<file path="config.mk">
export PLATFORM = sky130hd
export DESIGN_NAME = chef_framer
export DESIGN_NICKNAME = d
export VERILOG_FILES = /design/src/rtl/chef_pkg.sv /design/src/rtl/chef_framer.sv
export SDC_FILE = /design/constraint.sdc
export NUM_CORES = 1
export LEC_CHECK = 0
export ABC_AREA = 1
export BUFFER_PORTS_ARGS = -buffer_cell sky130_fd_sc_hd__buf_2
export CAP_MARGIN = 30
export CELL_PAD_IN_SITES_DETAIL_PLACEMENT = 1
export CELL_PAD_IN_SITES_GLOBAL_PLACEMENT = 1
export CORE_UTILIZATION = 48
export DETAILED_ROUTE_END_ITERATION = 10
export PLACE_DENSITY = 0.9
export SYNTH_ARGS = -nofsm -noshare
export SYNTH_HDL_FRONTEND = slang
export SYNTH_SLANG_ARGS = --single-unit
</file>
<file path="constraint.sdc">
create_clock -name clock_in -period 4.5 [get_ports clock_in]
set_input_delay 0.45 -clock clock_in [delete_from_list [all_inputs] [get_ports clock_in]]
set_output_delay 0.45 -clock clock_in [all_outputs]
set_load 0.03 [all_outputs]
</file>
<file path="src/rtl/chef_pkg.sv">
// Constants, field widths and carrier types shared by the control header framer.
package chef_pkg;
  // ==========================================================================
  // Register map (byte addresses on the APB word bus)
  localparam logic [7:0] ADDR_CTRL   = 8'h00;
  localparam logic [7:0] ADDR_FIELDS = 8'h04;
  localparam logic [7:0] ADDR_RATE   = 8'h08;
  localparam logic [7:0] ADDR_ACK_LO = 8'h0C;
  localparam logic [7:0] ADDR_ACK_HI = 8'h10;
  localparam logic [7:0] ADDR_VALID  = 8'h14;
  localparam logic [7:0] ADDR_CQI    = 8'h18;
  localparam logic [7:0] ADDR_STATUS = 8'h1C;
  localparam logic [7:0] ADDR_LAST   = 8'h20;
  // ==========================================================================
  // Control register bit positions
  localparam int CTRL_KIND_LSB = 0;
  localparam int CTRL_VER2     = 3;
  localparam int CTRL_SC       = 4;
  localparam int CTRL_ACK_TWO  = 5;
  localparam int CTRL_LEN3     = 6;
  localparam int CTRL_SOUND    = 7;
  localparam int CTRL_ACK_LSB  = 8;
  localparam int CTRL_GO_HDR   = 10;
  localparam int CTRL_GO_ACK   = 11;
  localparam int CTRL_GO_CQI   = 12;
  localparam logic [31:0] CTRL_RESET = 32'h0000_0000;
  // ==========================================================================
  // Header field widths and codes
  localparam int HDR_W      = 256;
  localparam int SIG_W      = 4;
  localparam int W_REQ      = 7;
  localparam int W_ACK      = 36;
  localparam int W_VALID    = 20;
  localparam int W_RATE     = 16;
  localparam int W_RSV_OFDM = 64;
  localparam int W_RSV_SC   = 6;
  localparam int W_AMR      = 4;
  localparam int W_CQI      = 20;
  localparam int CQI_A_MAX  = 13;
  localparam int CQI_SYMS   = 10;
  localparam logic [1:0] CI_INITIAL  = 2'b00;
  localparam logic [1:0] CI_EXTENDED = 2'b01;
  localparam logic [1:0] CI_TRAFFIC  = 2'b00;
  localparam logic [1:0] CI_CIRCUIT  = 2'b01;
  localparam logic [1:0] SHIFT_STAY  = 2'b00;
  localparam logic [1:0] SHIFT_BACK1 = 2'b01;
  localparam logic [1:0] SHIFT_FWD2  = 2'b10;
  localparam logic [1:0] SHIFT_FWD1  = 2'b11;
  localparam int DATA_LEN4 = 4;
  localparam int DATA_LEN3 = 3;

  typedef enum logic [2:0] {
    KIND_INITIAL  = 3'h0,
    KIND_EXTENDED = 3'h1,
    KIND_CIRCUIT  = 3'h2,
    KIND_TRAFFIC  = 3'h3,
    KIND_MIMO_EXT = 3'h4
  } chef_kind_t;

  typedef enum logic [2:0] {
    SER_IDLE = 3'b001,
    SER_SIG  = 3'b010,
    SER_HDR  = 3'b100
  } chef_ser_t;

  typedef struct packed {
    logic signed [1:0] re;
    logic signed [1:0] im;
  } chef_sym_t;

  // Fields of a received downlink header, as decoded by the modem.
  typedef struct packed {
    logic [1:0]  shift;
    logic        ppow;
    logic        pow;
    logic [3:0]  rate_req;
    logic [3:0]  prate_req;
    logic [1:0]  mtype;
    logic [1:0]  aux;
    logic [1:0]  sched;
    logic [9:0]  band;
    logic        grant;
  } chef_dl_t;

  typedef struct packed {
    logic [255:0] bits;
    logic [8:0]   len;
  } chef_hdr_t;
endpackage : chef_pkg

</file>
<file path="src/rtl/chef_framer.sv">
// Uplink control header framer with downlink error fallback and ack/quality mappers.
//
// Design decisions made here: the placing of the registers and the APB slave port.
`timescale 1ns/1ps
`default_nettype none
module chef_framer #(
  parameter int W_RSV_V2 = 8,
  parameter int W_ACK_V2 = 36,
  parameter int W_VAL_V2 = 20,
  parameter int W_RATE_V2 = 4
) (
  input  wire logic                clock_in,
  input  wire logic                rst_b_in,
  input  wire logic                psel_in,
  input  wire logic                penable_in,
  input  wire logic                pwrite_in,
  input  wire logic [7:0]          paddr_in,
  input  wire logic [31:0]         pwdata_in,
  output logic      [31:0]         prdata_out,
  output logic                     pready_out,
  output logic                     pslverr_out,
  input  wire logic                data_block_in,
  input  wire logic                dl_hdr_valid_in,
  input  wire logic                dl_crc_ok_in,
  input  wire chef_pkg::chef_dl_t  dl_fields_in,
  output logic                     hdr_bit_out,
  output logic                     hdr_valid_out,
  output logic                     hdr_crc_en_out,
  output logic                     hdr_last_out,
  output chef_pkg::chef_sym_t      ack_sym_out,
  output logic                     ack_valid_out,
  output logic                     ack_puncture_out,
  output chef_pkg::chef_sym_t      cqi_sym_out,
  output logic                     cqi_valid_out,
  output logic signed [7:0]        timing_offset_out,
  output logic signed [7:0]        power_level_out,
  output logic signed [7:0]        primary_power_out,
  output logic                     dl_fallback_out,
  output chef_pkg::chef_dl_t       dl_effective_out
);
  // ==========================================================================
  // Functions
  function automatic chef_pkg::chef_hdr_t put(input chef_pkg::chef_hdr_t h,
                                              input logic [71:0] v, input int w);
    chef_pkg::chef_hdr_t r;
    r = h;
    for (int j = 0; j < 72; j++) begin
      if (j < w && (int'(h.len) + j) < chef_pkg::HDR_W) begin
        r.bits[chef_pkg::HDR_W - 1 - int'(h.len) - j] = v[w - 1 - j];
      end
    end
    r.len = h.len + 9'(w);
    return r;
  endfunction : put

  function automatic chef_pkg::chef_sym_t ack_map(input logic two, input logic [1:0] b);
    chef_pkg::chef_sym_t s;
    s = '{re: 2'sb01, im: 2'sb00};
    if (!two) begin
      if (b[0]) s.re = 2'sb11;
    end else begin
      case (b)
        2'b00:   s = '{re: 2'sb01, im: 2'sb00};
        2'b01:   s = '{re: 2'sb00, im: 2'sb11};
        2'b10:   s = '{re: 2'sb00, im: 2'sb01};
        default: s = '{re: 2'sb11, im: 2'sb00};
      endcase
    end
    return s;
  endfunction : ack_map

  // Basis row for coded bit i; a plain pattern that software cannot change.
  function automatic logic cqi_basis(input int i, input int k);
    logic [7:0] p;
    p = 8'((i + 1) * (k + 3) + k);
    return p[2] ^ p[0];
  endfunction : cqi_basis

  function automatic logic signed [7:0] sat_add(input logic signed [7:0] a,
                                               input logic signed [2:0] d);
    logic signed [8:0] s;
    s = 9'(a) + 9'(d);
    if (s > 9'sd127) return 8'sh7F;
    if (s < -9'sd128) return 8'sh80;
    return s[7:0];
  endfunction : sat_add

  // ==========================================================================
  // Register file
  logic [31:0] ctrl_reg, fields_reg, rate_reg, ack_lo_reg, valid_reg, cqi_reg;
  logic [3:0]  ack_hi_reg;
  logic [31:0] prdata_reg;
  logic        pready_reg, pslverr_reg;
  logic        fail_reg;
  chef_pkg::chef_dl_t eff_reg;
  logic signed [7:0] timing_reg, power_reg, ppower_reg;
  chef_pkg::chef_ser_t ser_reg;
  logic        ack_act_reg, cqi_act_reg;

  wire setup_w = psel_in & ~penable_in;
  wire wr_w    = psel_in & penable_in & pready_reg & pwrite_in;
  wire hit_w   = (paddr_in[1:0] == 2'b00) && (paddr_in <= chef_pkg::ADDR_LAST);
  wire [31:0] status_w = {8'h00, power_reg, timing_reg, 4'h0, fail_reg,
                          cqi_act_reg, ack_act_reg, ser_reg != chef_pkg::SER_IDLE};
  wire [31:0] last_w = {7'h00, eff_reg.grant, eff_reg.aux, eff_reg.mtype,
                        eff_reg.band, eff_reg.sched, eff_reg.prate_req, eff_reg.rate_req};
  logic [31:0] rd_w;
  always_comb begin
    case (paddr_in)
      chef_pkg::ADDR_CTRL:   rd_w = ctrl_reg;
      chef_pkg::ADDR_FIELDS: rd_w = fields_reg;
      chef_pkg::ADDR_RATE:   rd_w = rate_reg;
      chef_pkg::ADDR_ACK_LO: rd_w = ack_lo_reg;
      chef_pkg::ADDR_ACK_HI: rd_w = {28'h0, ack_hi_reg};
      chef_pkg::ADDR_VALID:  rd_w = valid_reg;
      chef_pkg::ADDR_CQI:    rd_w = cqi_reg;
      chef_pkg::ADDR_STATUS: rd_w = status_w;
      chef_pkg::ADDR_LAST:   rd_w = last_w;
      default:               rd_w = 32'h0000_0000;
    endcase
  end

  wire go_hdr_w = wr_w && paddr_in == chef_pkg::ADDR_CTRL && pwdata_in[chef_pkg::CTRL_GO_HDR];
  wire go_ack_w = wr_w && paddr_in == chef_pkg::ADDR_CTRL && pwdata_in[chef_pkg::CTRL_GO_ACK];
  wire go_cqi_w = wr_w && paddr_in == chef_pkg::ADDR_CTRL && pwdata_in[chef_pkg::CTRL_GO_CQI];

  always_ff @(posedge clock_in or negedge rst_b_in) begin
    if (!rst_b_in) begin
      ctrl_reg    <= chef_pkg::CTRL_RESET;
      fields_reg  <= 32'h0000_0000;
      rate_reg    <= 32'h0000_0000;
      ack_lo_reg  <= 32'h0000_0000;
      ack_hi_reg  <= 4'h0;
      valid_reg   <= 32'h0000_0000;
      cqi_reg     <= 32'h0000_0000;
      prdata_reg  <= 32'h0000_0000;
      pready_reg  <= 1'b0;
      pslverr_reg <= 1'b0;
    end else begin
      pready_reg  <= setup_w;
      pslverr_reg <= setup_w & ~hit_w;
      prdata_reg  <= setup_w ? rd_w : 32'h0000_0000;
      if (wr_w) begin
        case (paddr_in)
          chef_pkg::ADDR_CTRL:   ctrl_reg   <= pwdata_in;
          chef_pkg::ADDR_FIELDS: fields_reg <= pwdata_in;
          chef_pkg::ADDR_RATE:   rate_reg   <= pwdata_in;
          chef_pkg::ADDR_ACK_LO: ack_lo_reg <= pwdata_in;
          chef_pkg::ADDR_ACK_HI: ack_hi_reg <= pwdata_in[3:0];
          chef_pkg::ADDR_VALID:  valid_reg  <= pwdata_in;
          chef_pkg::ADDR_CQI:    cqi_reg    <= pwdata_in;
          default: ;
        endcase
      end
    end
  end

  // ==========================================================================
  // Downlink header intake and error fallback
  logic signed [2:0] tstep_w;
  always_comb begin
    case (dl_fields_in.shift)
      chef_pkg::SHIFT_BACK1: tstep_w = -3'sd1;
      chef_pkg::SHIFT_FWD2:  tstep_w = 3'sd2;
      chef_pkg::SHIFT_FWD1:  tstep_w = 3'sd1;
      default:               tstep_w = 3'sd0;
    endcase
  end
  wire signed [2:0] pstep_w  = dl_fields_in.pow ? 3'sd1 : -3'sd1;
  wire signed [2:0] ppstep_w = dl_fields_in.ppow ? 3'sd1 : -3'sd1;
  wire dl_good_w = dl_hdr_valid_in & dl_crc_ok_in;
  wire dl_bad_w  = dl_hdr_valid_in & ~dl_crc_ok_in;

  always_ff @(posedge clock_in or negedge rst_b_in) begin
    if (!rst_b_in) begin
      fail_reg   <= 1'b0;
      eff_reg    <= '0;
      timing_reg <= 8'sd0;
      power_reg  <= 8'sd0;
      ppower_reg <= 8'sd0;
    end else if (dl_good_w) begin
      fail_reg   <= 1'b0;
      eff_reg    <= dl_fields_in;
      timing_reg <= sat_add(timing_reg, tstep_w);
      power_reg  <= sat_add(power_reg, pstep_w);
      ppower_reg <= sat_add(ppower_reg, ppstep_w);
    end else if (dl_bad_w) begin
      // Timing and power stay put while the last valid rates are kept.
      fail_reg      <= 1'b1;
      eff_reg.grant <= 1'b0;
      eff_reg.mtype <= 2'b00;
      eff_reg.aux   <= 2'b00;
    end
  end

  // ==========================================================================
  // Uplink header build
  wire chef_pkg::chef_kind_t kind_w = chef_pkg::chef_kind_t'(ctrl_reg[2:0]);
  wire        ver2_w   = ctrl_reg[chef_pkg::CTRL_VER2];
  wire [6:0]  req_w    = fields_reg[6:0];
  wire        ppow_w   = fields_reg[7];
  wire        pow_w    = fields_reg[8];
  wire [3:0]  amr_w    = fields_reg[12:9];
  wire [1:0]  mtype_w  = fields_reg[14:13];
  wire [1:0]  aux_w    = fields_reg[16:15];
  wire [1:0]  sched_w  = fields_reg[18:17];
  wire        cancel_w = fields_reg[19] | fail_reg;
  wire [35:0] ack_w    = fail_reg ? {36{1'b1}} : {ack_hi_reg, ack_lo_reg};
  wire [19:0] val_w    = fail_reg ? 20'h0_0000 : valid_reg[19:0];
  wire [15:0] mi_w     = rate_reg[15:0];
  wire [15:0] mr_w     = rate_reg[31:16];

  chef_pkg::chef_hdr_t hdr_w;
  logic [3:0] sig_w;
  logic       sig_en_w;
  always_comb begin
    hdr_w    = '0;
    sig_w    = mi_w[3:0];
    sig_en_w = 1'b0;
    case (kind_w)
      chef_pkg::KIND_INITIAL: begin
        sig_en_w = ver2_w;
        hdr_w = put(hdr_w, 72'(chef_pkg::CI_INITIAL), 2);
        hdr_w = put(hdr_w, 72'(ppow_w), 1);
        if (ver2_w) hdr_w = put(hdr_w, 72'(amr_w), chef_pkg::W_AMR);
      end
      chef_pkg::KIND_EXTENDED: begin
        sig_en_w = ver2_w;
        hdr_w = put(hdr_w, 72'(chef_pkg::CI_EXTENDED), 2);
        if (!ver2_w) begin
          hdr_w = put(hdr_w, 72'(req_w), chef_pkg::W_REQ);
          hdr_w = put(hdr_w, 72'(ppow_w), 1);
          hdr_w = put(hdr_w, 72'(pow_w), 1);
          hdr_w = put(hdr_w, 72'(ack_w), chef_pkg::W_ACK);
          hdr_w = put(hdr_w, 72'(val_w), chef_pkg::W_VALID);
          hdr_w = put(hdr_w, 72'(mi_w), chef_pkg::W_RATE);
          hdr_w = put(hdr_w, 72'(mr_w), chef_pkg::W_RATE);
          hdr_w = put(hdr_w, 72'(cancel_w), 1);
          hdr_w = put(hdr_w, 72'h0, ctrl_reg[chef_pkg::CTRL_SC] ?
                      chef_pkg::W_RSV_SC : chef_pkg::W_RSV_OFDM);
        end else begin
          hdr_w = put(hdr_w, 72'(ppow_w), 1);
          hdr_w = put(hdr_w, 72'(pow_w), 1);
          hdr_w = put(hdr_w, 72'(cancel_w), 1);
          hdr_w = put(hdr_w, 72'(amr_w), chef_pkg::W_AMR);
          hdr_w = put(hdr_w, 72'(mtype_w), 2);
          hdr_w = put(hdr_w, 72'(mi_w), W_RATE_V2);
          hdr_w = put(hdr_w, 72'(mr_w), W_RATE_V2);
          hdr_w = put(hdr_w, 72'(aux_w), 2);
          hdr_w = put(hdr_w, 72'(sched_w), 2);
          hdr_w = put(hdr_w, 72'(req_w), chef_pkg::W_REQ);
          hdr_w = put(hdr_w, 72'(ack_w), W_ACK_V2);
          hdr_w = put(hdr_w, 72'(val_w), W_VAL_V2);
          hdr_w = put(hdr_w, 72'h0, W_RSV_V2);
        end
      end
      chef_pkg::KIND_CIRCUIT: begin
        sig_en_w = 1'b1;
        hdr_w = put(hdr_w, 72'(chef_pkg::CI_CIRCUIT), 2);
        hdr_w = put(hdr_w, 72'(mr_w), chef_pkg::W_AMR);
        hdr_w = put(hdr_w, 72'(pow_w), 1);
        hdr_w = put(hdr_w, 72'(ack_w), chef_pkg::W_ACK);
      end
      chef_pkg::KIND_TRAFFIC: begin
        sig_en_w = 1'b1;
        hdr_w = put(hdr_w, 72'(chef_pkg::CI_TRAFFIC), 2);
        hdr_w = put(hdr_w, 72'(mr_w), chef_pkg::W_AMR);
        hdr_w = put(hdr_w, 72'(pow_w), 1);
      end
      default: begin
        // Extension frames carry no header; the stream rate symbol goes out only while no downlink fallback is set.
        sig_en_w = ~fail_reg;
      end
    endcase
  end

  // ==========================================================================
  // Serialiser: signal symbol first, outside the CRC span, then the header
  logic [255:0] sh_reg;
  logic [3:0]   sig_sh_reg;
  logic [8:0]   cnt_reg;
  always_ff @(posedge clock_in or negedge rst_b_in) begin
    if (!rst_b_in) begin
      ser_reg        <= chef_pkg::SER_IDLE;
      sh_reg         <= '0;
      sig_sh_reg     <= 4'h0;
      cnt_reg        <= 9'h000;
      hdr_bit_out    <= 1'b0;
      hdr_valid_out  <= 1'b0;
      hdr_crc_en_out <= 1'b0;
      hdr_last_out   <= 1'b0;
    end else begin
      hdr_valid_out <= 1'b0;
      hdr_last_out  <= 1'b0;
      case (ser_reg)
        chef_pkg::SER_IDLE: begin
          if (go_hdr_w) begin
            sh_reg     <= hdr_w.bits;
            sig_sh_reg <= sig_w;
            cnt_reg    <= sig_en_w ? 9'(chef_pkg::SIG_W) : hdr_w.len;
            ser_reg    <= sig_en_w ? chef_pkg::SER_SIG : chef_pkg::SER_HDR;
          end
        end
        chef_pkg::SER_SIG: begin
          hdr_bit_out    <= sig_sh_reg[3];
          hdr_valid_out  <= 1'b1;
          hdr_crc_en_out <= 1'b0;
          sig_sh_reg     <= {sig_sh_reg[2:0], 1'b0};
          cnt_reg        <= cnt_reg - 9'h001;
          if (cnt_reg == 9'h001) begin
            cnt_reg <= hdr_w.len;
            ser_reg <= chef_pkg::SER_HDR;
          end
        end
        chef_pkg::SER_HDR: begin
          if (cnt_reg == 9'h000) begin
            ser_reg <= chef_pkg::SER_IDLE;
          end else begin
            hdr_bit_out    <= sh_reg[255];
            hdr_valid_out  <= 1'b1;
            hdr_crc_en_out <= 1'b1;
            hdr_last_out   <= cnt_reg == 9'h001;
            sh_reg         <= {sh_reg[254:0], 1'b0};
            cnt_reg        <= cnt_reg - 9'h001;
          end
        end
        default: ser_reg <= chef_pkg::SER_IDLE;
      endcase
    end
  end

  // ==========================================================================
  // Acknowledgement symbol, repeated on every data block of the half-slot except the last one when sounding
  logic [2:0] ack_idx_reg;
  wire [2:0] ack_len_w = ctrl_reg[chef_pkg::CTRL_LEN3] ? 3'(chef_pkg::DATA_LEN3)
                                                       : 3'(chef_pkg::DATA_LEN4);
  wire ack_lastblk_w = ack_idx_reg == ack_len_w - 3'h1;
  always_ff @(posedge clock_in or negedge rst_b_in) begin
    if (!rst_b_in) begin
      ack_act_reg      <= 1'b0;
      ack_idx_reg      <= 3'h0;
      ack_sym_out      <= '0;
      ack_valid_out    <= 1'b0;
      ack_puncture_out <= 1'b0;
    end else begin
      ack_valid_out    <= 1'b0;
      ack_puncture_out <= 1'b0;
      if (go_ack_w) begin
        ack_act_reg <= 1'b1;
        ack_idx_reg <= 3'h0;
      end else if (ack_act_reg && data_block_in) begin
        ack_sym_out <= ack_map(ctrl_reg[chef_pkg::CTRL_ACK_TWO],
                               ctrl_reg[chef_pkg::CTRL_ACK_LSB +: 2]);
        // The sounding pilot takes the final symbol, so it is blanked.
        ack_puncture_out <= ack_lastblk_w & ctrl_reg[chef_pkg::CTRL_SOUND];
        ack_valid_out    <= ~(ack_lastblk_w & ctrl_reg[chef_pkg::CTRL_SOUND]);
        ack_idx_reg      <= ack_idx_reg + 3'h1;
        if (ack_lastblk_w) ack_act_reg <= 1'b0;
      end
    end
  end

  // ==========================================================================
  // Quality report: (20, A) block code, then QPSK, one symbol per data block
  logic [19:0] code_w, code_reg;
  logic [3:0]  cqi_idx_reg;
  always_comb begin
    code_w = 20'h0_0000;
    for (int i = 0; i < chef_pkg::W_CQI; i++) begin
      for (int k = 0; k < chef_pkg::CQI_A_MAX; k++) begin
        if (k < int'(cqi_reg[19:16]))
          code_w[i] = code_w[i] ^ (cqi_reg[k] & cqi_basis(i, k));
      end
    end
  end
  wire [4:0] cqi_bit_w = {cqi_idx_reg, 1'b0};
  always_ff @(posedge clock_in or negedge rst_b_in) begin
    if (!rst_b_in) begin
      cqi_act_reg   <= 1'b0;
      cqi_idx_reg   <= 4'h0;
      code_reg      <= 20'h0_0000;
      cqi_sym_out   <= '0;
      cqi_valid_out <= 1'b0;
    end else begin
      cqi_valid_out <= 1'b0;
      if (go_cqi_w) begin
        cqi_act_reg <= 1'b1;
        cqi_idx_reg <= 4'h0;
        code_reg    <= code_w;
      end else if (cqi_act_reg && data_block_in) begin
        cqi_sym_out.re <= code_reg[cqi_bit_w] ? 2'sb11 : 2'sb01;
        cqi_sym_out.im <= code_reg[cqi_bit_w + 5'h01] ? 2'sb11 : 2'sb01;
        cqi_valid_out  <= 1'b1;
        cqi_idx_reg    <= cqi_idx_reg + 4'h1;
        if (cqi_idx_reg == 4'(chef_pkg::CQI_SYMS - 1)) cqi_act_reg <= 1'b0;
      end
    end
  end

  assign prdata_out        = prdata_reg;
  assign pready_out        = pready_reg;
  assign pslverr_out       = pslverr_reg;
  assign timing_offset_out = timing_reg;
  assign power_level_out   = power_reg;
  assign primary_power_out = ppower_reg;
  assign dl_fallback_out   = fail_reg;
  assign dl_effective_out  = eff_reg;
endmodule : chef_framer
`default_nettype wire

</file>
==> impl_metrics.tcl, run 1 <==
set metrics [dict create \
    cts_hold_buf 1 \
    period_minus_slack_ns 3.23 \
    syn2layout_area_growth_pct 13.6 \
    finalPower_mw 11.6 \
    synthTopCellsByArea "dfrtp_1, nand2_1, o21ai_0, inv_1, nor2_1" \
    hold_violations 0 \
    io_pins 180 \
    gr-total-overflow 0 \
    critPathArrivalTime_ns 3.74 \
    drive_above_1_share_pct 11.4 \
    drt_iter0_markers 1944 \
    seqCellArea_sq_um 10800 \
    core-area_sq_um 44400 \
    cts_resized 0 \
    dp_slack_ns 1.34 \
    crit_type "reg2reg" \
    vias 21300 \
    synth_top_area_share_pct 49.5 \
    start_kind "register" \
    rows 77 \
    gp_congestion 0.959 \
    worst_slack_ns 1.27 \
    wirelength_mm 83.5 \
    clk_pin_slew_ns 0.06 \
    clock_latency_ns 0.61 \
    synth_nets 2884 \
    required_ns 5.01 \
    status "complete, no violations" \
    fp.dieW_microns 215 \
    fill_cells 5461 \
    htreeDepth 2 \
    syn_inst 2769 \
    fin_skew_ns 0.0309 \
    critPathMaxFanout 69 \
    hold_slack_ns 0.0417 \
    diodes 0 \
    die_y_microns 215 \
    grt_max_degree 109 \
    synth-edff-count 0 \
    max-cap-violations 0 \
    reg2reg_from "cnt_reg[0]$_DFFE_PN0P_" \
    worstSetupEndpointType "register" \
    antenna_found_initial 2 \
    min-delay-start "dl_fields_in[10]" \
    numPortBuffers 179 \
    grt_pass1_wl_mm 131 \
    cts_sinks 430 \
    synth_area_sq_um 21700 \
    relSlewSlack_pct 36.4 \
    hp-class "in2reg" \
    cts_tree "yes" \
    yosys_warnings 0 \
    crit_start "cnt_reg[0]$_DFFE_PN0P_" \
    vias_per_cell 6.05 \
    fin_crit_sh_pct 71.8 \
    final_cells 3530 \
    tightestPinTransition_ns 0.948 \
    finalSetupViolCount 0 \
    timing.fmax_mhz 310 \
    numCtsBuffers 47 \
    final_cell_area_sq_um 24600 \
    postLayoutCoreUtil_pct 55.5 \
    ant_nets 0 \
    post_synth.cell_area_avg_sq_um 7.83 \
    fin_nets 3015 \
    start_util_pct 48.8 \
    place_inst 3442 \
    drt-pass1-iter-count 5 \
    dpl.hpwl_mm 57.4 \
    synth-seq-cells 430 \
    drc 0 \
    cts_setup_buffers 0 \
    yosys.cell_types.count 52 \
    power.density_nw_per_um2 470 \
    largest_reg_flops 100 \
    grt_pass1_vias 22400 \
    ys_async_sr_fraction_pct 100 \
    root_buffer "clkbuf_16" \
    synth_flop_cell "dfrtp_1" \
    place_area_sq_um 23000 \
    multi_input_comb_area_sq_um 9340 \
    maxSlewViolCount 0 \
    rsz0062_at_grt "false" \
    finalSetupTns_ns 0 \
    ys_seq_area_share_pct 49.6 \
    clk_path_buf_depth 3 \
    p_leak_nw 12.0 \
    die-area_sq_um 46000 \
    track_usage_pct 36.6 \
    yosys.area.top_type "dfrtp_1" \
    wl_per_cell_microns 23.7 \
    irDropWorstVdd_v 0.000509 \
]
worst paths after layout:
path / to / slack [ns] / cells after the start
hold / removal: dl_effective_out[10]$_DFFE_PN0P_ / 0.04 / 3
hold reg to reg: code_reg[17]$_DFFE_PN0P_ / 0.48 / 2
setup / recovery: sh_reg[182]$_DFFE_PN0P_ / 1.27 / 10
setup reg to reg: sh_reg[182]$_DFFE_PN0P_ / 1.27 / 10
min in group asynchronous: cnt_reg[6]$_DFFE_PN0P_ / 0.53 / 2
max in group asynchronous: sh_reg[182]$_DFFE_PN0P_ / 2.72 / 3
area by class of cell:
type	count	share of cell area [%]
Clock inverter	21	1.05
Multi-Input combinational cell	1950	37.9
Tap cell	592	3.01
Clock buffer	66	5.35
Inverter	256	3.91
Sequential cell	430	43.7
Timing Repair Buffer	215	5.07
cells by family after synthesis:
family / Yosys count / synth area share (%)
simple gates: 1245 / 22.9
compound gates: 634 / 16.5
flops: 430 / 49.6
buf+inv: 389 / 7.36
fa+ha+maj: 38 / 2.30
xor+xnor: 33 / 1.33
cell usage after synthesis, types with 2 or more instances:
cell type and n:
xor2_1 23, a22o_1 5, buf_6 5, nor2_2 3
inv_1 241, o2111ai_1 6, or2_2 3, inv_2 10
fa_1 3, o211ai_1 2, a221oi_1 5, nand2_1 974
buf_1 6, o21ai_1 48, clkinv_1 4, nand4_1 19
buf_2 41, a22oi_1 16, o221ai_1 44, nor2_1 140
nand2_2 10, buf_4 12, o21ai_0 329, xnor2_1 10
ha_1 35, nor3_2 5, nor3_1 14, o22ai_1 46
nand3b_1 3, a21oi_1 93, o2bb2ai_1 2, o21a_1 3
nor2_4 3, a31oi_1 24, a41oi_1 5, dfrtp_1 429
nand3_1 65, clkbuf_1 69
power breakdown:
| part | internal [mW] | switching, mW | leakage [nW] |
|---|---|---|---|
| logic | 0.883 | 1.96 | 5.57 |
| registers | 4.29 | 0.378 | 5.70 |
| clock network | 2.34 | 1.72 | 0.760 |
| total | 7.51 | 4.06 | 12.0 |
metal layers:
metal / up-vias / track usage (%) / share of wire (%)
met5: - / 0 / 0.044
li1: 9306 / - / -
met3: 309 / 8.10 / 8.2
met2: 1055 / 57.8 / 46
met4: 4 / 21.0 / 6.3
met1: 10700 / 46.5 / 39
layout by cell type (no fill, tap or decap), drive strengths merged, types with 44 or more instances in the layout:
| master | netlist | routed |
|---|---|---|
| inv | 252 | 255 |
| dfrtp | 429 | 429 |
| clkbuf | 69 | 66 |
| nand2 | 985 | 985 |
| buf | 64 | 214 |
| o21ai | 378 | 378 |
| o221ai | 44 | 44 |
| a21oi | 94 | 94 |
| nand3 | 67 | 67 |
| nor2 | 146 | 146 |
| o22ai | 46 | 46 |
critical path: stages (launching register included):
cell	delay [ns]
dfrtp_1	0.41
inv_1	0.11
ha_1	0.22
nand2_2	0.10
nor3_2	0.18
or2_1	0.33
nand2_4	0.32
inv_2	0.45
buf_4	0.65
nand2_1	0.19
o21ai_1	0.14
No activity file was read; power rests on OpenSTA's default activity.
==> run 2: changes to the inputs <==
--- a/config.mk
+++ b/config.mk
@@ -10,9 +10,9 @@
 export CAP_MARGIN = 30
 export CELL_PAD_IN_SITES_DETAIL_PLACEMENT = 1
 export CELL_PAD_IN_SITES_GLOBAL_PLACEMENT = 1
-export CORE_UTILIZATION = 48
+export CORE_UTILIZATION = 41
 export DETAILED_ROUTE_END_ITERATION = 10
-export PLACE_DENSITY = 0.9
+export PLACE_DENSITY = 0.82
 export SYNTH_ARGS = -nofsm -noshare
 export SYNTH_HDL_FRONTEND = slang
 export SYNTH_SLANG_ARGS = --single-unit
==> constraint.sdc (replaced) <==
create_clock -name clock_in -period 2.8 [get_ports clock_in]
set_input_delay 0.28 -clock clock_in [delete_from_list [all_inputs] [get_ports clock_in]]
set_output_delay 0.28 -clock clock_in [all_outputs]
set_load 0.03 [all_outputs]
==> run 2 against run 1 <==
First-iteration DRC count decreased by 1.5%; sequential share of layout area decreased by 1.5 points; sequential power increased by 61%; worst setup slack got worse by 1.0 ns; routed wire length increased by 0.28%; worst hold slack got worse by 0.0065 ns; power increased by 63%; final cell count increased by 4.2%; die area increased by 17%; clock power increased by 62%; non-clock buffer count increased by 63; critical endpoint is now timing_offset_out[2]$_DFFE_PN0P_.
==> impl_metrics.tcl, run 2 (synthesis gave the netlist of run 1 again) <==
set metrics [dict create \
    status "complete, no violations" \
    hp-class "in2reg" \
    vias_per_cell 5.76 \
    drc 0 \
    gr-total-overflow 0 \
    io_pins 180 \
    tightestPinTransition_ns 0.822 \
    track_usage_pct 31.6 \
    irDropWorstVdd_v 0.000577 \
    reg2reg_to "power_level_out[3]$_DFFE_PN0P_" \
    slowest_stage "dlygate4sd3_1" \
    rows 83 \
    hold_slack_ns 0.0352 \
    timing.fmax_mhz 391 \
    rsz0062_at_grt "false" \
    grt_pass1_vias 22300 \
    root_buffer "clkbuf_16" \
    worstSetupEndpointType "register" \
    clk_path_buf_depth 3 \
    largest_reg_flops 100 \
    crit_type "in2reg" \
    finalSetupTns_ns 0 \
    max-cap-violations 0 \
    layout_commonest_cell "nand2_1" \
    die-area_sq_um 53800 \
    vias 21200 \
    die_y_microns 232 \
    fin_crit_sh_pct 91.3 \
    cts_tree "yes" \
    crit_top_cell "nand2_1" \
    finalSetupViolCount 0 \
    start_kind "primary input" \
    fp.dieW_microns 232 \
    fin_nets 3079 \
    crit_start "dl_fields_in[27]" \
    drive_above_1_share_pct 12.0 \
    clock_latency_ns 0.61 \
    cts_setup_buffers 0 \
    hold_violations 0 \
    critPathMaxFanout 5 \
    required_ns 3.28 \
    diodes 0 \
    grt_pass1_wl_mm 131 \
    period_minus_slack_ns 2.56 \
    relSlewSlack_pct 45.2 \
    worstSetupEndpoint "timing_offset_out[2]$_DFFE_PN0P_" \
    antenna_found_initial 1 \
    postLayoutCoreUtil_pct 49.2 \
    maxSlewViolCount 0 \
    dpl.hpwl_mm 59.3 \
    slowest_delay_ns 0.55 \
    gp_congestion 0.921 \
    wl_per_cell_microns 22.8 \
    wirelength_mm 83.7 \
    numCtsBuffers 48 \
    syn2layout_area_growth_pct 17.5 \
    clk_pin_slew_ns 0.06 \
    core-area_sq_um 51800 \
    critPathArrivalTime_ns 3.03 \
    power.density_nw_per_um2 739 \
    start_util_pct 41.9 \
    r2r_slack_ns 0.50 \
    cts_sinks 430 \
    numPortBuffers 179 \
    reg2reg_depth 11 \
    grt_max_degree 108 \
    finalPower_mw 18.8 \
    mostFrequentLayoutCells "nand2_1, dfrtp_1, o21ai_0, inv_1, buf_2" \
    reg2reg_from "power_level_out[0]$_DFFE_PN0P_" \
    drt-pass1-iter-count 6 \
    p_leak_nw 12.4 \
    holdPathStages 3 \
    ant_nets 0 \
    drt_iter0_markers 1914 \
    fin_skew_ns 0.0137 \
    htreeDepth 2 \
    path_cells "dlygate4sd3_1 -> buf_2 -> ha_1 -> or2_2 -> ha_1 -> fa_1 -> nand4_1 -> nand3_1 -> nand2_1 -> nand2_1 -> o21ai_0 -> nand2_1 -> nand2_1 -> a21oi_1" \
]
run 2: cell types whose count changed in the layout (fill, tap and decap cells not counted), sizes merged:
cell	before	now
clkinvlp	5	0
clkbuf	66	65
buf	214	237
inv	255	254
dlygate4sd3	1	41
clkinv	12	18
run 2: how the worst min path moves through the flow:
stage	start	end
2_1_floorplan	rst_b_in	ack_act_reg$_DFFE_PN0P_
3_3_place_gp	rst_b_in	hdr_bit_out$_DFFE_PN0P_
3_5_place_dp	rst_b_in	cnt_reg[1]$_DFFE_PN0P_
4_1_cts	pwdata_in[30]	cqi_reg[30]$_DFFE_PN0P_
5_1_grt	pwdata_in[30]	fields_reg[30]$_DFFE_PN0P_
6_report	pwdata_in[15]	fields_reg[15]$_DFFE_PN0P_
run 2: final cells by class:
class                      instances  area (sq um)
sequential                       430         10800
clock inverter                    21           264
fill                            6290         26300
clock buffer                      65          1350
tap                              680           851
multi-input combinational       1950          9350
inverter                         256           963
timing repair buffer             278          1950
run 2: routing by layer:
metal / share of wire, % / vias up / global-route usage [%]
met1: 40 / 10600 / 40.5
met5: 0.020 / - / 0
li1: - / 9438 / -
met3: 6.5 / 252 / 4.43
met4: 5.9 / 2 / 18.2
met2: 47 / 879 / 51.3
run 2: worst max-delay path: cells and delay by family:
| kind | cells | cell delay, ns |
|---|---|---|
| adders and majority gates | 3 | 0.86 |
| and+or+nand+nor | 7 | 1.00 |
| AOI/OAI and AO/OA | 2 | 0.18 |
| buffers and inverters | 2 | 0.71 |
run 2: power breakdown:
group | internal, mW | leakage, nW | switching (mW)
logic | 1.52 | 5.90 | 3.19
registers | 6.89 | 5.70 | 0.634
clock network | 3.84 | 0.803 | 2.75
run 2: per-stage QoR:
stage	cell area, sq um	worst slack [ns]	std cells
global placement	23500	0.255	3553
finish	25500	0.243	3680
floorplan	21700	0.530	2769
CTS	25500	0.239	3680
global route	25500	0.0711	3680
detailed placement	23500	0.149	3553
run 2: timing repair:
item                       in CTS  in global routing
hold endpoints to repair       94                  0
hold buffers                   41                  0
setup endpoints to repair       0                  2
gates resized for setup         0                  1
==> run 3: changes to the inputs <==
--- a/config.mk
+++ b/config.mk
@@ -10,6 +10,8 @@
 export CAP_MARGIN = 30
 export CELL_PAD_IN_SITES_DETAIL_PLACEMENT = 1
 export CELL_PAD_IN_SITES_GLOBAL_PLACEMENT = 1
+export CORE_ASPECT_RATIO = 1.4
+export CORE_MARGIN = 4
 export CORE_UTILIZATION = 41
 export DETAILED_ROUTE_END_ITERATION = 10
 export PLACE_DENSITY = 0.82
==> run 3 against run 2 <==
Worst setup slack worse by 0.12 ns; sequential share of layout area is 0.15 points higher; routed wire length grew 1.2%; combinational power is essentially flat; global-route usage is 2.2 points lower; sequential cell count unchanged; largest power group unchanged.
==> impl_metrics.tcl, run 3 (synthesis gave the netlist of run 1 again) <==
set metrics [dict create \
    irDropWorstVdd_v 0.000508 \
    drc 0 \
    final_cells 3710 \
    clk_pin_slew_ns 0.06 \
    final_cell_area_sq_um 25400 \
    relSlewSlack_pct 57.7 \
    layout_commonest_cell "nand2_1" \
    wl_met1_mm 32.8 \
    dr_wl_met3_mm 5.34 \
    grt_max_degree 108 \
    ant_nets 0 \
    die-area_sq_um 56700 \
    max-cap-violations 0 \
    gr-total-overflow 0 \
    finalSetupTns_ns 0 \
    clock_latency_ns 0.59 \
    cts_sinks 430 \
    root_buffer "clkbuf_16" \
    crit_type "in2reg" \
    drt_iter0_markers 1542 \
    start_kind "primary input" \
    switching_share_pct 35.3 \
    fp.dieW_microns 202 \
    rows 99 \
    period_minus_slack_ns 2.68 \
    met2_length_mm 41.5 \
    finalSetupViolCount 0 \
    critPathArrivalTime_ns 3.11 \
    place_area_sq_um 23500 \
    io_pins 180 \
    drt-pass1-iter-count 6 \
    track_usage_pct 29.5 \
    vias 21000 \
    rsz0062_at_grt "false" \
    fin_crit_sh_pct 95.6 \
    largest_reg_flops 100 \
    worstSetupEndpointType "register" \
    gp_congestion 0.962 \
    cts_resized 0 \
    power_frac_clock_pct 33.5 \
    finalPower_mw 18.4 \
    vias_per_cell 5.66 \
    hp-class "in2reg" \
    numCtsBuffers 43 \
    antenna_found_initial 0 \
    critPathMaxFanout 5 \
    hold_violations 0 \
    wirelength_mm 84.8 \
    numPortBuffers 179 \
    dr.max_layer_used "met4" \
    grt_pass1_wl_mm 132 \
    timing.fmax_mhz 373 \
    intPower_mw 11.9 \
    wl_per_cell_microns 22.8 \
    hold_slack_ns 0.0302 \
    seqPwrFrac_pct 40.9 \
    grt_pass1_vias 22500 \
    clk_path_buf_depth 3 \
    mostFrequentLayoutCells "nand2_1, dfrtp_1, o21ai_0, inv_1, buf_2" \
    combPwrFrac_pct 25.6 \
    dp_slack_ns 0.128 \
    fin_nets 3084 \
    syn2layout_area_growth_pct 17.1 \
    place_inst 3591 \
    postLayoutCoreUtil_pct 48.6 \
    dpl.hpwl_mm 60.7 \
    p_leak_nw 12.3 \
    fill_cells 6482 \
    power.density_nw_per_um2 725 \
    p_switching_mw 6.50 \
    core-area_sq_um 52300 \
    status "complete, no violations" \
    fin_skew_ns 0.0214 \
    start_util_pct 41.5 \
    diodes 0 \
    tightestPinTransition_ns 0.631 \
    drive_above_1_share_pct 12.0 \
    required_ns 3.23 \
    worst_slack_ns 0.122 \
    cts_tree "yes" \
    die_y_microns 280 \
    maxSlewViolCount 0 \
    htreeDepth 2 \
]
## run 3: changes by cell type in the layout (fill, tap and decap cells not counted), moves of 3 or more
cell | previous run | this run
buf_12 | 16 | 11
buf_4 | 42 | 58
clkbuf_1 | 9 | 12
clkbuf_16 | 48 | 43
clkbuf_8 | 8 | 14
clkinv_2 | 12 | 3
## run 3: power groups by stage
stage | clock network [mW] | registers (mW) | logic, mW
finish | 6.16 | 7.53 | 4.71
CTS | 6.22 | 7.52 | 4.71
global placement | 0 | 7.59 | 4.41
detailed placement | 0 | 7.62 | 4.62
floorplan | 0 | 7.85 | 2.75
global route | 6.46 | 7.61 | 5.31
## run 3: timing repair
action                                  in CTS  in global routing
hold endpoints to repair                    74                  0
setup buffers                                0                  0
endpoints found under the setup margin       0                  0
hold buffers                                40                  0
## run 3: cell type report
class / count / area, sq um / share of cell area [%]
Multi-Input combinational cell: 1950 / 9340 / 36.8
Clock buffer: 69 / 1310 / 5.17
Timing Repair Buffer: 288 / 1960 / 7.73
Sequential cell: 430 / 10800 / 42.4
Tap cell: 707 / 885 / 3.48
Inverter: 256 / 963 / 3.79
Clock inverter: 10 / 166 / 0.655
## run 3: path summary, 6_finish.rpt
check                                                start                                to  slack [ns]  depth (start not counted)
worst max-delay path                      dl_fields_in[27]  timing_offset_out[5]$_DFFE_PN0P_        0.12                         12
worst min-delay path                          pwdata_in[8]           ctrl_reg[8]$_DFFE_PN0P_        0.03                          3
worst max register to register      cnt_reg[0]$_DFFE_PN0P_            cnt_reg[1]$_DFFE_PN0P_        0.42                         11
worst min register to register  hdr_crc_en_out$_DFFE_PN0P_        hdr_crc_en_out$_DFFE_PN0P_        0.49                          2
max in group asynchronous                         rst_b_in  dl_effective_out[19]$_DFFE_PN0P_        1.61                          3
min in group asynchronous                         rst_b_in           hdr_valid_out$_DFF_PN0_        0.22                          2
## run 3: worst max-delay path, stage by stage
cell and delay, ns:
dlygate4sd3_1 0.53, buf_2 0.16, ha_1 0.21, or2_2 0.31, ha_1 0.23, fa_1 0.43, nand4_1 0.12, nand3_1 0.12
nand2_1 0.10, a21oi_1 0.11, a21oi_1 0.38, a21oi_1 0.13
## run 3: metal layers
metal	vias up	GRT usage (%)
met2	795	51.3
met1	10500	35.7
li1	9434	-
met3	241	4.54
met4	0	14.6
met5	-	0
